File: src/core/pibc_pkg.sv
// Purpose : shared constants and types of the packet insertion buffer control
// Assumes : byte addressed register port, 32-bit data words
// Notes   : every field position and offset lives here; reset values sit in pibc_ctrl

package pibc_pkg;

    // ------------------------------------------------------------------
    // register offsets
    // ------------------------------------------------------------------
    localparam int             ADDR_W        = 10;
    localparam logic [9:0]     OFS_RAM_PORT  = 10'h0e4;
    localparam logic [9:0]     OFS_CSR0      = 10'h0e8;
    localparam logic [9:0]     OFS_CSR1      = 10'h0ec;

    // ------------------------------------------------------------------
    // field layout of insertion_b_config_status
    // ------------------------------------------------------------------
    localparam int             WR_CLR_BIT    = 30;
    localparam int             WR_PTR_LSB    = 24;
    localparam int             RD_CLR_BIT    = 22;
    localparam int             RD_PTR_LSB    = 16;
    localparam int             TARGET_LSB    = 8;
    localparam int             FILL_BIT      = 7;
    localparam int             ARM_BIT       = 6;
    localparam int             LEN_LSB       = 0;
    localparam int             PTR_W         = 6;
    localparam int             TARGET_W      = 3;
    localparam int             LEN_W         = 6;
    localparam int             THR_W         = 16;

    // ------------------------------------------------------------------
    // values and cycle-timer format
    // ------------------------------------------------------------------
    localparam logic [31:0]    FILL_WORD     = 32'hFFFF_FFFF;
    localparam logic [31:0]    ZERO_WORD     = 32'h0000_0000;
    localparam logic [5:0]     PTR_LAST      = 6'h3f;
    localparam int             CYC_OFF_W     = 12;
    localparam int             CYC_CNT_W     = 4;
    localparam logic [11:0]    CYC_OFF_MAX   = 12'hbff;
    localparam logic [3:0]     CYC_CNT_MAX   = 4'hf;

    // ------------------------------------------------------------------
    // types
    // ------------------------------------------------------------------
    typedef struct packed {
        logic [31:0]           data;
        logic [TARGET_W-1:0]   target;
        logic                  last;
    } pibc_word_t;

    typedef enum logic [2:0] {
        PIBC_IDLE  = 3'b000,
        PIBC_WAIT  = 3'b001,
        PIBC_SEND  = 3'b011,
        PIBC_DRAIN = 3'b010,
        PIBC_FILL  = 3'b100
    } pibc_state_t;

    // address match, used by write and read decode alike
    function automatic logic pibc_hit(input logic [9:0] addr,
                                      input logic [9:0] ofs);
        pibc_hit = (addr == ofs);
    endfunction

endpackage

File: src/core/pibc_ctrl.sv
// Purpose : control and status of the second packet insertion buffer
// Assumes : host register port on clk, stream and timer strobes on clk
// Notes   : packet ram is 64 words, not reset; fifo decouples the output
//
// Function
// RULE_01: write-pointer clear bit zeroes pointer when disabled
// RULE_02: write pointer shows next word, advances per write
// RULE_03: read-pointer clear bit zeroes pointer when disabled
// RULE_04: read pointer shows next word a read returns
// RULE_05: while armed, read pointer follows hardware fetch
// RULE_06: packet words carry selected target buffer
// RULE_07: fill bit loads ones from write pointer onward
// RULE_08: arm bit starts packet insertion
// RULE_09: hardware clears arm bit after successful insertion
// RULE_10: arming zeroes both read and write pointers
// RULE_11: software configures everything before arming
// RULE_12: software writes packet length in quadlets
// RULE_13: insert once gap reaches programmed threshold
// RULE_14: threshold uses cycle count and cycle offset
// RULE_15: reserved bits ignore writes and read zero
// RULE_16: port writes store at write pointer, ignored armed
// RULE_17: packet ram holds no reset value
// RULE_18: gap timer restarts on each stream byte

`timescale 1ns/1ps

module pibc_ctrl #(
    parameter int FIFO_DEPTH = 4
) (
    // clock and reset
    input  wire logic        clk,
    input  wire logic        srst,
    // host register port
    input  wire logic [9:0]  regAddr,
    input  wire logic        regWrite,
    input  wire logic        regRead,
    input  wire logic [31:0] regWdata,
    output logic [31:0]      regRdata,
    output logic             regRvalid,
    // timing strobes
    input  wire logic        cycleTick,
    input  wire logic        streamByteStrobe,
    // insertion stream to the data buffers
    output logic             insValid,
    input  wire logic        insReady,
    output logic [31:0]      insData,
    output logic [2:0]       insTarget,
    output logic             insLast,
    // status
    output logic             insertionArmed
);
    // ------------------------------------------------------------------
    // declarations
    // ------------------------------------------------------------------
    localparam int DEPTH = 1 << pibc_pkg::PTR_W;
    localparam int WW    = $bits(pibc_pkg::pibc_word_t);

    if (FIFO_DEPTH < 2)
    begin : g_bad
        $error("pibc_ctrl: FIFO_DEPTH must be at least 2");
    end

    logic [31:0]               mem [DEPTH];         // [RULE_17]
    pibc_pkg::pibc_state_t     state_q;
    pibc_pkg::pibc_state_t     state_d;
    logic [5:0]                wr_pointer_q;
    logic [5:0]                wr_pointer_d;
    logic [5:0]                rd_pointer_q;
    logic [5:0]                rd_pointer_d;
    logic [5:0]                fillAddr_q;
    logic [5:0]                fillAddr_d;
    logic                      armed_q;
    logic                      armed_d;
    logic [2:0]                target_q;
    logic [2:0]                target_d;
    logic [5:0]                len_q;
    logic [5:0]                len_d;
    logic [15:0]               thr_q;
    logic [15:0]               thr_d;
    logic [31:0]               rdata_q;
    logic [31:0]               rdata_d;
    logic                      rvalid_q;
    logic                      memWe;
    logic [5:0]                memAddr;
    logic [31:0]               memWdata;
    logic                      portWr;
    logic                      portRd;
    logic                      csr0Wr;
    logic                      csr1Wr;
    logic                      gapReached;
    logic                      push;
    logic                      pushReady;
    logic                      fifoEmpty;
    pibc_pkg::pibc_word_t      pushWord;
    pibc_pkg::pibc_word_t      outWord;
    logic [31:0]               csr0Image;
    logic [31:0]               csr1Image;

    // ------------------------------------------------------------------
    // address decode and register images
    // ------------------------------------------------------------------
    // unused and reserved positions stay zero
    always_comb
    begin
        portWr = regWrite && pibc_pkg::pibc_hit(regAddr,
                                                pibc_pkg::OFS_RAM_PORT);
        portRd = regRead && pibc_pkg::pibc_hit(regAddr,
                                               pibc_pkg::OFS_RAM_PORT);
        csr0Wr = regWrite && pibc_pkg::pibc_hit(regAddr,
                                                pibc_pkg::OFS_CSR0);
        csr1Wr = regWrite && pibc_pkg::pibc_hit(regAddr,
                                                pibc_pkg::OFS_CSR1);
        csr0Image = pibc_pkg::ZERO_WORD;                      // [RULE_15]
        csr0Image[pibc_pkg::WR_PTR_LSB +: pibc_pkg::PTR_W] = wr_pointer_q;
        csr0Image[pibc_pkg::RD_PTR_LSB +: pibc_pkg::PTR_W] = rd_pointer_q;
        csr0Image[pibc_pkg::TARGET_LSB +: pibc_pkg::TARGET_W] = target_q;
        csr0Image[pibc_pkg::ARM_BIT] = armed_q;
        csr0Image[pibc_pkg::LEN_LSB +: pibc_pkg::LEN_W] = len_q;
        csr1Image = pibc_pkg::ZERO_WORD;                      // [RULE_15]
        csr1Image[pibc_pkg::THR_W-1:0] = thr_q;
    end

    // ------------------------------------------------------------------
    // main sequencer: host loading, fill, wait for gap, fetch, drain
    // ------------------------------------------------------------------
    // pointers are shared by host and fetcher; the state decides who owns
    // them, so no host access can move the pointers of an armed packet
    always_comb
    begin
        state_d    = state_q;
        wr_pointer_d    = wr_pointer_q;
        rd_pointer_d    = rd_pointer_q;
        fillAddr_d = fillAddr_q;
        armed_d    = armed_q;
        target_d   = target_q;
        len_d      = len_q;
        thr_d      = thr_q;
        memWe      = 1'b0;
        memAddr    = wr_pointer_q;
        memWdata   = regWdata;
        push       = 1'b0;
        pushWord.data   = mem[rd_pointer_q];
        pushWord.target = target_q;                            // [RULE_06]
        pushWord.last   = (rd_pointer_q == len_q - 6'd1);
        rdata_d    = rdata_q;

        // configuration fields stay writable at all times
        if (csr0Wr)
        begin
            target_d = regWdata[pibc_pkg::TARGET_LSB +: pibc_pkg::TARGET_W];
            len_d    = regWdata[pibc_pkg::LEN_LSB +: pibc_pkg::LEN_W];
        end
        if (csr1Wr)
        begin
            thr_d = regWdata[pibc_pkg::THR_W-1:0];            // [RULE_14]
        end

        // read data mux; the ram port answers zero while armed
        if (regRead)
        begin
            if (portRd)
            begin
                rdata_d = armed_q ? pibc_pkg::ZERO_WORD : mem[rd_pointer_q];
            end
            else if (pibc_pkg::pibc_hit(regAddr, pibc_pkg::OFS_CSR0))
            begin
                rdata_d = csr0Image;
            end
            else if (pibc_pkg::pibc_hit(regAddr, pibc_pkg::OFS_CSR1))
            begin
                rdata_d = csr1Image;
            end
            else
            begin
                rdata_d = pibc_pkg::ZERO_WORD;
            end
        end

        case (state_q)
            pibc_pkg::PIBC_IDLE:
            begin
                if (portWr)
                begin
                    memWe   = 1'b1;                            // [RULE_16]
                    wr_pointer_d = wr_pointer_q + 6'd1;                  // [RULE_02]
                end
                if (portRd)
                begin
                    rd_pointer_d = rd_pointer_q + 6'd1;                  // [RULE_04]
                end
                if (csr0Wr)
                begin
                    if (regWdata[pibc_pkg::WR_CLR_BIT])
                    begin
                        wr_pointer_d = '0;                          // [RULE_01]
                    end
                    if (regWdata[pibc_pkg::RD_CLR_BIT])
                    begin
                        rd_pointer_d = '0;                          // [RULE_03]
                    end
                    if (regWdata[pibc_pkg::FILL_BIT])
                    begin
                        fillAddr_d = wr_pointer_q;                  // [RULE_07]
                        state_d    = pibc_pkg::PIBC_FILL;
                    end
                    else if (regWdata[pibc_pkg::ARM_BIT])
                    begin
                        armed_d = 1'b1;                        // [RULE_08]
                        wr_pointer_d = '0;                          // [RULE_10]
                        rd_pointer_d = '0;
                        state_d = pibc_pkg::PIBC_WAIT;
                    end
                end
            end
            pibc_pkg::PIBC_FILL:
            begin
                // host port writes are dropped while the fill owns the ram
                memWe    = 1'b1;
                memAddr  = fillAddr_q;
                memWdata = pibc_pkg::FILL_WORD;                // [RULE_07]
                fillAddr_d = fillAddr_q + 6'd1;
                if (fillAddr_q == pibc_pkg::PTR_LAST)
                begin
                    state_d = pibc_pkg::PIBC_IDLE;
                end
            end
            pibc_pkg::PIBC_WAIT:
            begin
                if (csr0Wr && !regWdata[pibc_pkg::ARM_BIT])
                begin
                    armed_d = 1'b0;
                    state_d = pibc_pkg::PIBC_IDLE;
                end
                else if (gapReached)
                begin
                    if (len_q == '0)
                    begin
                        armed_d = 1'b0;                        // [RULE_09]
                        state_d = pibc_pkg::PIBC_IDLE;
                    end
                    else
                    begin
                        state_d = pibc_pkg::PIBC_SEND;         // [RULE_13]
                    end
                end
            end
            pibc_pkg::PIBC_SEND:
            begin
                // fifo back-pressure stalls the fetch here
                if (pushReady)
                begin
                    push    = 1'b1;
                    rd_pointer_d = rd_pointer_q + 6'd1;                  // [RULE_05]
                    if (pushWord.last)
                    begin
                        state_d = pibc_pkg::PIBC_DRAIN;
                    end
                end
            end
            pibc_pkg::PIBC_DRAIN:
            begin
                // success only once the last word has left the fifo
                if (fifoEmpty)
                begin
                    armed_d = 1'b0;                            // [RULE_09]
                    state_d = pibc_pkg::PIBC_IDLE;
                end
            end
            default:
            begin
                state_d = pibc_pkg::PIBC_IDLE;
                armed_d = 1'b0;
            end
        endcase
    end

    // ------------------------------------------------------------------
    // state registers
    // ------------------------------------------------------------------
    always_ff @(posedge clk)
    begin
        if (srst)
        begin
            state_q    <= pibc_pkg::PIBC_IDLE;
            wr_pointer_q    <= '0;
            rd_pointer_q    <= '0;
            fillAddr_q <= '0;
            armed_q    <= 1'b0;
            target_q   <= '0;
            len_q      <= '0;
            thr_q      <= '0;
            rdata_q    <= '0;
            rvalid_q   <= 1'b0;
        end
        else
        begin
            state_q    <= state_d;
            wr_pointer_q    <= wr_pointer_d;
            rd_pointer_q    <= rd_pointer_d;
            fillAddr_q <= fillAddr_d;
            armed_q    <= armed_d;
            target_q   <= target_d;
            len_q      <= len_d;
            thr_q      <= thr_d;
            rdata_q    <= rdata_d;
            rvalid_q   <= regRead;
        end
    end

    // packet ram write port, no reset on purpose
    always_ff @(posedge clk)
    begin
        if (memWe)
        begin
            mem[memAddr] <= memWdata;                          // [RULE_16]
        end
    end

    // ------------------------------------------------------------------
    // gap measurement and output buffer
    // ------------------------------------------------------------------
    pibc_gap_timer u_gap (
        .clk        (clk),
        .srst       (srst),
        .cycleTick  (cycleTick),
        .streamByte (streamByteStrobe),
        .threshold  (thr_q),
        .gapReached (gapReached)
    );

    pibc_fifo #(
        .WIDTH (WW),
        .DEPTH (FIFO_DEPTH)
    ) u_fifo (
        .clk      (clk),
        .srst     (srst),
        .inValid  (push),
        .inReady  (pushReady),
        .inData   (pushWord),
        .outValid (insValid),
        .outReady (insReady),
        .outData  (outWord),
        .empty    (fifoEmpty)
    );

    // output mapping
    assign insData        = outWord.data;
    assign insTarget      = outWord.target;
    assign insLast        = outWord.last;
    assign regRdata       = rdata_q;
    assign regRvalid      = rvalid_q;
    assign insertionArmed = armed_q;

endmodule

File: src/core/pibc_fifo.sv
// Purpose : small synchronous fifo between word fetch and stream output
// Assumes : single clock, srst synchronous active high
// Notes   : depth must be a power of two; output data comes from flops

`timescale 1ns/1ps

module pibc_fifo #(
    parameter int WIDTH = 36,
    parameter int DEPTH = 4
) (
    // clock and reset
    input  wire logic             clk,
    input  wire logic             srst,
    // fill side
    input  wire logic             inValid,
    output logic                  inReady,
    input  wire logic [WIDTH-1:0] inData,
    // drain side
    output logic                  outValid,
    input  wire logic             outReady,
    output logic [WIDTH-1:0]      outData,
    output logic                  empty
);
    localparam int AW = $clog2(DEPTH);

    // refuse shapes the pointer arithmetic cannot serve
    if (DEPTH < 2 || (1 << AW) != DEPTH || WIDTH < 1)
    begin : g_bad
        $error("pibc_fifo: DEPTH must be a power of two >= 2");
    end

    logic [WIDTH-1:0] mem_q [DEPTH];
    logic [AW:0]      wp_q;
    logic [AW:0]      wp_d;
    logic [AW:0]      rp_q;
    logic [AW:0]      rp_d;
    logic             push;
    logic             pop;

    // one extra pointer bit tells full from empty
    always_comb
    begin
        empty    = (wp_q == rp_q);
        inReady  = !((wp_q[AW] != rp_q[AW]) &&
                     (wp_q[AW-1:0] == rp_q[AW-1:0]));
        outValid = !empty;
        push     = inValid && inReady;
        pop      = outValid && outReady;
        wp_d     = push ? wp_q + 1'b1 : wp_q;
        rp_d     = pop ? rp_q + 1'b1 : rp_q;
        outData  = mem_q[rp_q[AW-1:0]];
    end

    // storage is not reset; pointers are
    always_ff @(posedge clk)
    begin
        if (srst)
        begin
            wp_q <= '0;
            rp_q <= '0;
        end
        else
        begin
            wp_q <= wp_d;
            rp_q <= rp_d;
        end
        if (push)
        begin
            mem_q[wp_q[AW-1:0]] <= inData;
        end
    end

endmodule

File: src/core/pibc_gap_timer.sv
// Purpose : measure the idle gap of the transport stream in timer units
// Assumes : cycleTick pulses once per cycle-timer offset step, same clock
// Notes   : count saturates so a long gap never wraps back below threshold

`timescale 1ns/1ps

module pibc_gap_timer (
    // clock and reset
    input  wire logic        clk,
    input  wire logic        srst,
    // timing inputs
    input  wire logic        cycleTick,
    input  wire logic        streamByte,
    input  wire logic [15:0] threshold,
    // result
    output logic             gapReached
);
    logic [11:0] off_q;
    logic [11:0] off_d;
    logic [3:0]  cnt_q;
    logic [3:0]  cnt_d;
    logic        hit_q;
    logic        hit_d;

    // offset wraps into count, restart on each stream byte
    always_comb
    begin
        off_d = off_q;
        cnt_d = cnt_q;
        if (streamByte)
        begin
            off_d = '0;                              // [RULE_18]
            cnt_d = '0;
        end
        else if (cycleTick && !(cnt_q == pibc_pkg::CYC_CNT_MAX &&
                                off_q == pibc_pkg::CYC_OFF_MAX))
        begin
            if (off_q == pibc_pkg::CYC_OFF_MAX)
            begin
                off_d = '0;                          // [RULE_14]
                cnt_d = cnt_q + 1'b1;
            end
            else
            begin
                off_d = off_q + 1'b1;
            end
        end
        hit_d = ({cnt_d, off_d} >= threshold);       // [RULE_13]
    end

    always_ff @(posedge clk)
    begin
        if (srst)
        begin
            off_q <= '0;
            cnt_q <= '0;
            hit_q <= 1'b0;
        end
        else
        begin
            off_q <= off_d;
            cnt_q <= cnt_d;
            hit_q <= hit_d;
        end
    end

    assign gapReached = hit_q;

endmodule

File: config.mk
export PLATFORM = sky130hd
export DESIGN_NAME = pibc_ctrl
export DESIGN_NICKNAME = d
export VERILOG_FILES = /design/src/core/pibc_pkg.sv /design/src/core/pibc_ctrl.sv /design/src/core/pibc_fifo.sv /design/src/core/pibc_gap_timer.sv
export SDC_FILE = /design/constraint.sdc
export NUM_CORES = 2
export LEC_CHECK = 0
export BUFFER_PORTS_ARGS = -buffer_cell sky130_fd_sc_hd__buf_2
export CORE_UTILIZATION = 45
export CTS_CLUSTER_SIZE = 14
export DETAILED_ROUTE_END_ITERATION = 8
export SLEW_MARGIN = 20
export SYNTH_ARGS = -nofsm -noshare
export SYNTH_HDL_FRONTEND = slang
export SYNTH_SLANG_ARGS = --single-unit
File: constraint.sdc
create_clock -name clk -period 4 [get_ports clk]
set_clock_uncertainty 0.05 [all_clocks]
set_input_delay 0.8 -clock clk [delete_from_list [all_inputs] [get_ports clk]]
set_output_delay 0.8 -clock clk [all_outputs]
set_load 0.02 [all_outputs]
==> run_results.csv <==
group,metric,value,unit
synthesis,synthesis.instances,4324,
cells_and_area,area_growth,16.21,%
die,rows,162,
setup_path,cp_max_fo,27,
synthesis,ys_warn_count,0,
setup_path,worstSetupEndpointType,"flop",
clocking,clk_pin_slew_worst_paths,60,ps
synthesis,synth_area_leaders,"edfxtp_1 (74%), mux4_2 (13%), dfxtp_1 (2.5%)",
drt,vias,44170,
synthesis,synth-edff-count,2192,
die,die_x,446.5,µm
power_and_ir_drop,peakVddDrop,428.5,µV
timing,min_period,3539,ps
clocking,post_cts_buffers,0,
die,io_pins,120,
synthesis,synthFlopType,"edfxtp_1",
clocking,cts_resized,0,
drt,wl_met1,95700,µm
clocking,numCtsBuffers,227,
drt,drt_iter0_markers,4596,
synthesis,netlist_area,88900,µm²
synthesis,synth-seq-cells,2303,
timing,worstMarginPinSlew,963.2,ps
setup_path,r2r_cells,7,
power_and_ir_drop,leakage,31.56,nW
synthesis,async_flop_share,0,
timing,setup_viol,0,
die,die_h,446.5,µm
drt,met2_length,105800,µm
die,dieArea,199300,µm²
global_routing,overflow,0,
drt,ant_nets,0,
cells_and_area,stdcell_count,7534,
global_routing,antenna_found_initial,13,
setup_path,crit_type,"reg2reg",
clocking,cts_hold_buf,0,
timing,slew_headroom,0.3511,
synthesis,ys_seq_area_frac,0.7654,
synthesis,synth_most_common_cell,"edfxtp_1",
cells_and_area,final-seq-area,68070,µm²
setup_path,start_kind,"flop",
placed_design,placedCellCount,7112,
global_routing,track_usage,0.2237,
synthesis,ys_top_cells_by_count,"edfxtp_1 (2192), mux4_2 (513), a22oi_1 (207)",
clocking,cts_tree,"built",
placed_design,port_buffers,119,
die,initial_core_util,0.4545,
placed_design,hpwl,139000,µm
cells_and_area,layout.nets,4795,
die,design.core.area,195600,µm²
timing,fmax,282.5,MHz
cells_and_area,drive_gt1_frac,0.2803,
drt,wl_per_cell,29.42,µm
synthesis,synth_area_per_cell,20.56,µm²
setup_path,crit_arrival,4220,ps
clocking,htree_levels,4,
drt,drt_first_pass_iters,5,
timing,grt_setup_unrepaired,"no",
cells_and_area,multiInputGateArea,20250,µm²
clocking,cts_num_sinks,2303,
cells_and_area,fill_cells,15100,
timing,finalCritPeriodShare,0.8848,
drt,drt_wl_total,221700,µm
placed_design,gp_congestion,0.8292,
timing,hold_viol,0,
setup_path,rrSetupSlack,460,ps
clocking,ctsRootBufferMaster,"clkbuf_16",
drt,routed.top_layer,"met5",
cells_and_area,fin_util,0.5282,
drt,vias_per_cell,5.862,
timing,drv_slew,0,
flow_run,cap_viol_max_count,0,
clocking,clock_latency,870,ps
min_path,hold_depth,3,
synthesis,syn-num-nets,4401,
global_routing,grt_pass1_wl,318400,µm
min_path,min_from,"regWdata[12]",
synthesis,synth_top_cell_by_area,"edfxtp_1",
power_and_ir_drop,power_density,467.4,nW/µm²
global_routing,grt_start_max_net_pins,70,
synthesis,synth.top_cell.area_share,0.7404,
outcome,status,"complete, no violations",
min_path,hp-class,"in2reg",
setup_path,cp.required,4680,ps
global_routing,grt_pass1_vias,43860,
clocking,cts_max_path_buffers,3,
drt,routed-wl-met3,16000,µm
setup_path,regToRegEndpoint,"regRdata[23]",
synthesis,ys_types,56,
min_path,worst_hold_path.endpoint,"thr_q[12]",
drt,drc,0,
-- critical path, cell delays in order, from the launching register on --
cell and delay [ps]:
dfxtp_4 560, buf_12 280, mux4_2 540, a22oi_1 550, a21oi_1 290, or4_1 800, a21oi_1 210, nor2_1 50
-- how the worst max path moves through the flow --
stage,start,to,cells after the start
3_5_place_dp,regAddr[1],mem[59][18],11
5_1_grt,flop,regRdata[1],9
6_report,flop,regRdata[23],7
3_3_place_gp,regAddr[1],mem[59][12],11
4_1_cts,flop,insData[30],3
2_1_floorplan,regAddr[1],mem[40][0],7
-- state kept, by name (all words and copies together), names as in the netlist, named ones only --
| name | count |
|---|---|
| regRdata | 32 |
| rd_pointer_q | 6 |
| u_fifo.wp_q | 3 |
| wr_pointer_q | 6 |
| insertionArmed | 1 |
| mem | 2048 |
| u_fifo.rp_q | 3 |
| target_q | 3 |
| thr_q | 16 |
| u_gap.gapReached | 1 |
| u_gap.off_q | 12 |
| state_q | 3 |
| len_q | 6 |
| regRvalid | 1 |
| u_gap.cnt_q | 4 |
| u_fifo.mem_q | 144 |
| fillAddr_q | 6 |
-- routing by layer --
| layer | vias to the layer above | global-route usage |
|---|---|---|
| li1 | 18720 | - |
| met1 | 23630 | 0.3259 |
| met2 | 1546 | 0.3517 |
| met3 | 268 | 0.04166 |
| met4 | 2 | 0.05051 |
| met5 | - | 0 |
-- cell usage in the layout, fill, tap and decap left out, drive strengths merged, types with 54 or more instances in the layout --
cell type,count
edfxtp,2192
a22oi,207
nand2,138
nor2,174
a21oi,147
mux2i,171
clkinv,99
nand3,54
buf,411
clkbuf,274
mux4,513
dfxtp,111
-- final cells by class --
type | instances | share of cell area
Timing Repair Buffer | 411 | 0.04081
Clock buffer | 274 | 0.05690
Antenna cell | 4 | 0.00009689
Multi-Input combinational cell | 1752 | 0.1960
Tap cell | 2624 | 0.03178
Sequential cell | 2303 | 0.6589
Inverter | 23 | 0.0008356
Clock inverter | 143 | 0.01471
-- kinds of logic after synthesis --
kind of cell | synth area share
muxes | 0.1496
xor gates and xnor gates | 0.003547
and+or+nand+nor | 0.02967
AOI/OAI and AO/OA | 0.03337
adders and majority gates | 0.003941
DFF | 0.7654
buffers and inverters | 0.01447
-- where the power goes --
group	switching [mW]	internal, mW
logic	0.550	0.110
clock network	9.10	12.1
registers	0.0144	26.4
-- per-stage QoR --
stage,instance area (µm²),setup TNS [ps],hold slack [ps],total power [mW],setup slack [ps]
global route,103300,0,117.4,49.57,373.7
CTS,103300,0,83.44,48.66,442.2
finish,103300,0,154.6,48.28,460.7
detailed placement,95880,0,415.0,27.56,384.3
global placement,95880,0,411.6,27.54,305.0
floorplan,88900,-165700,399.0,27.20,-120.0
Note: power is estimated with default switching activity, not from simulation.
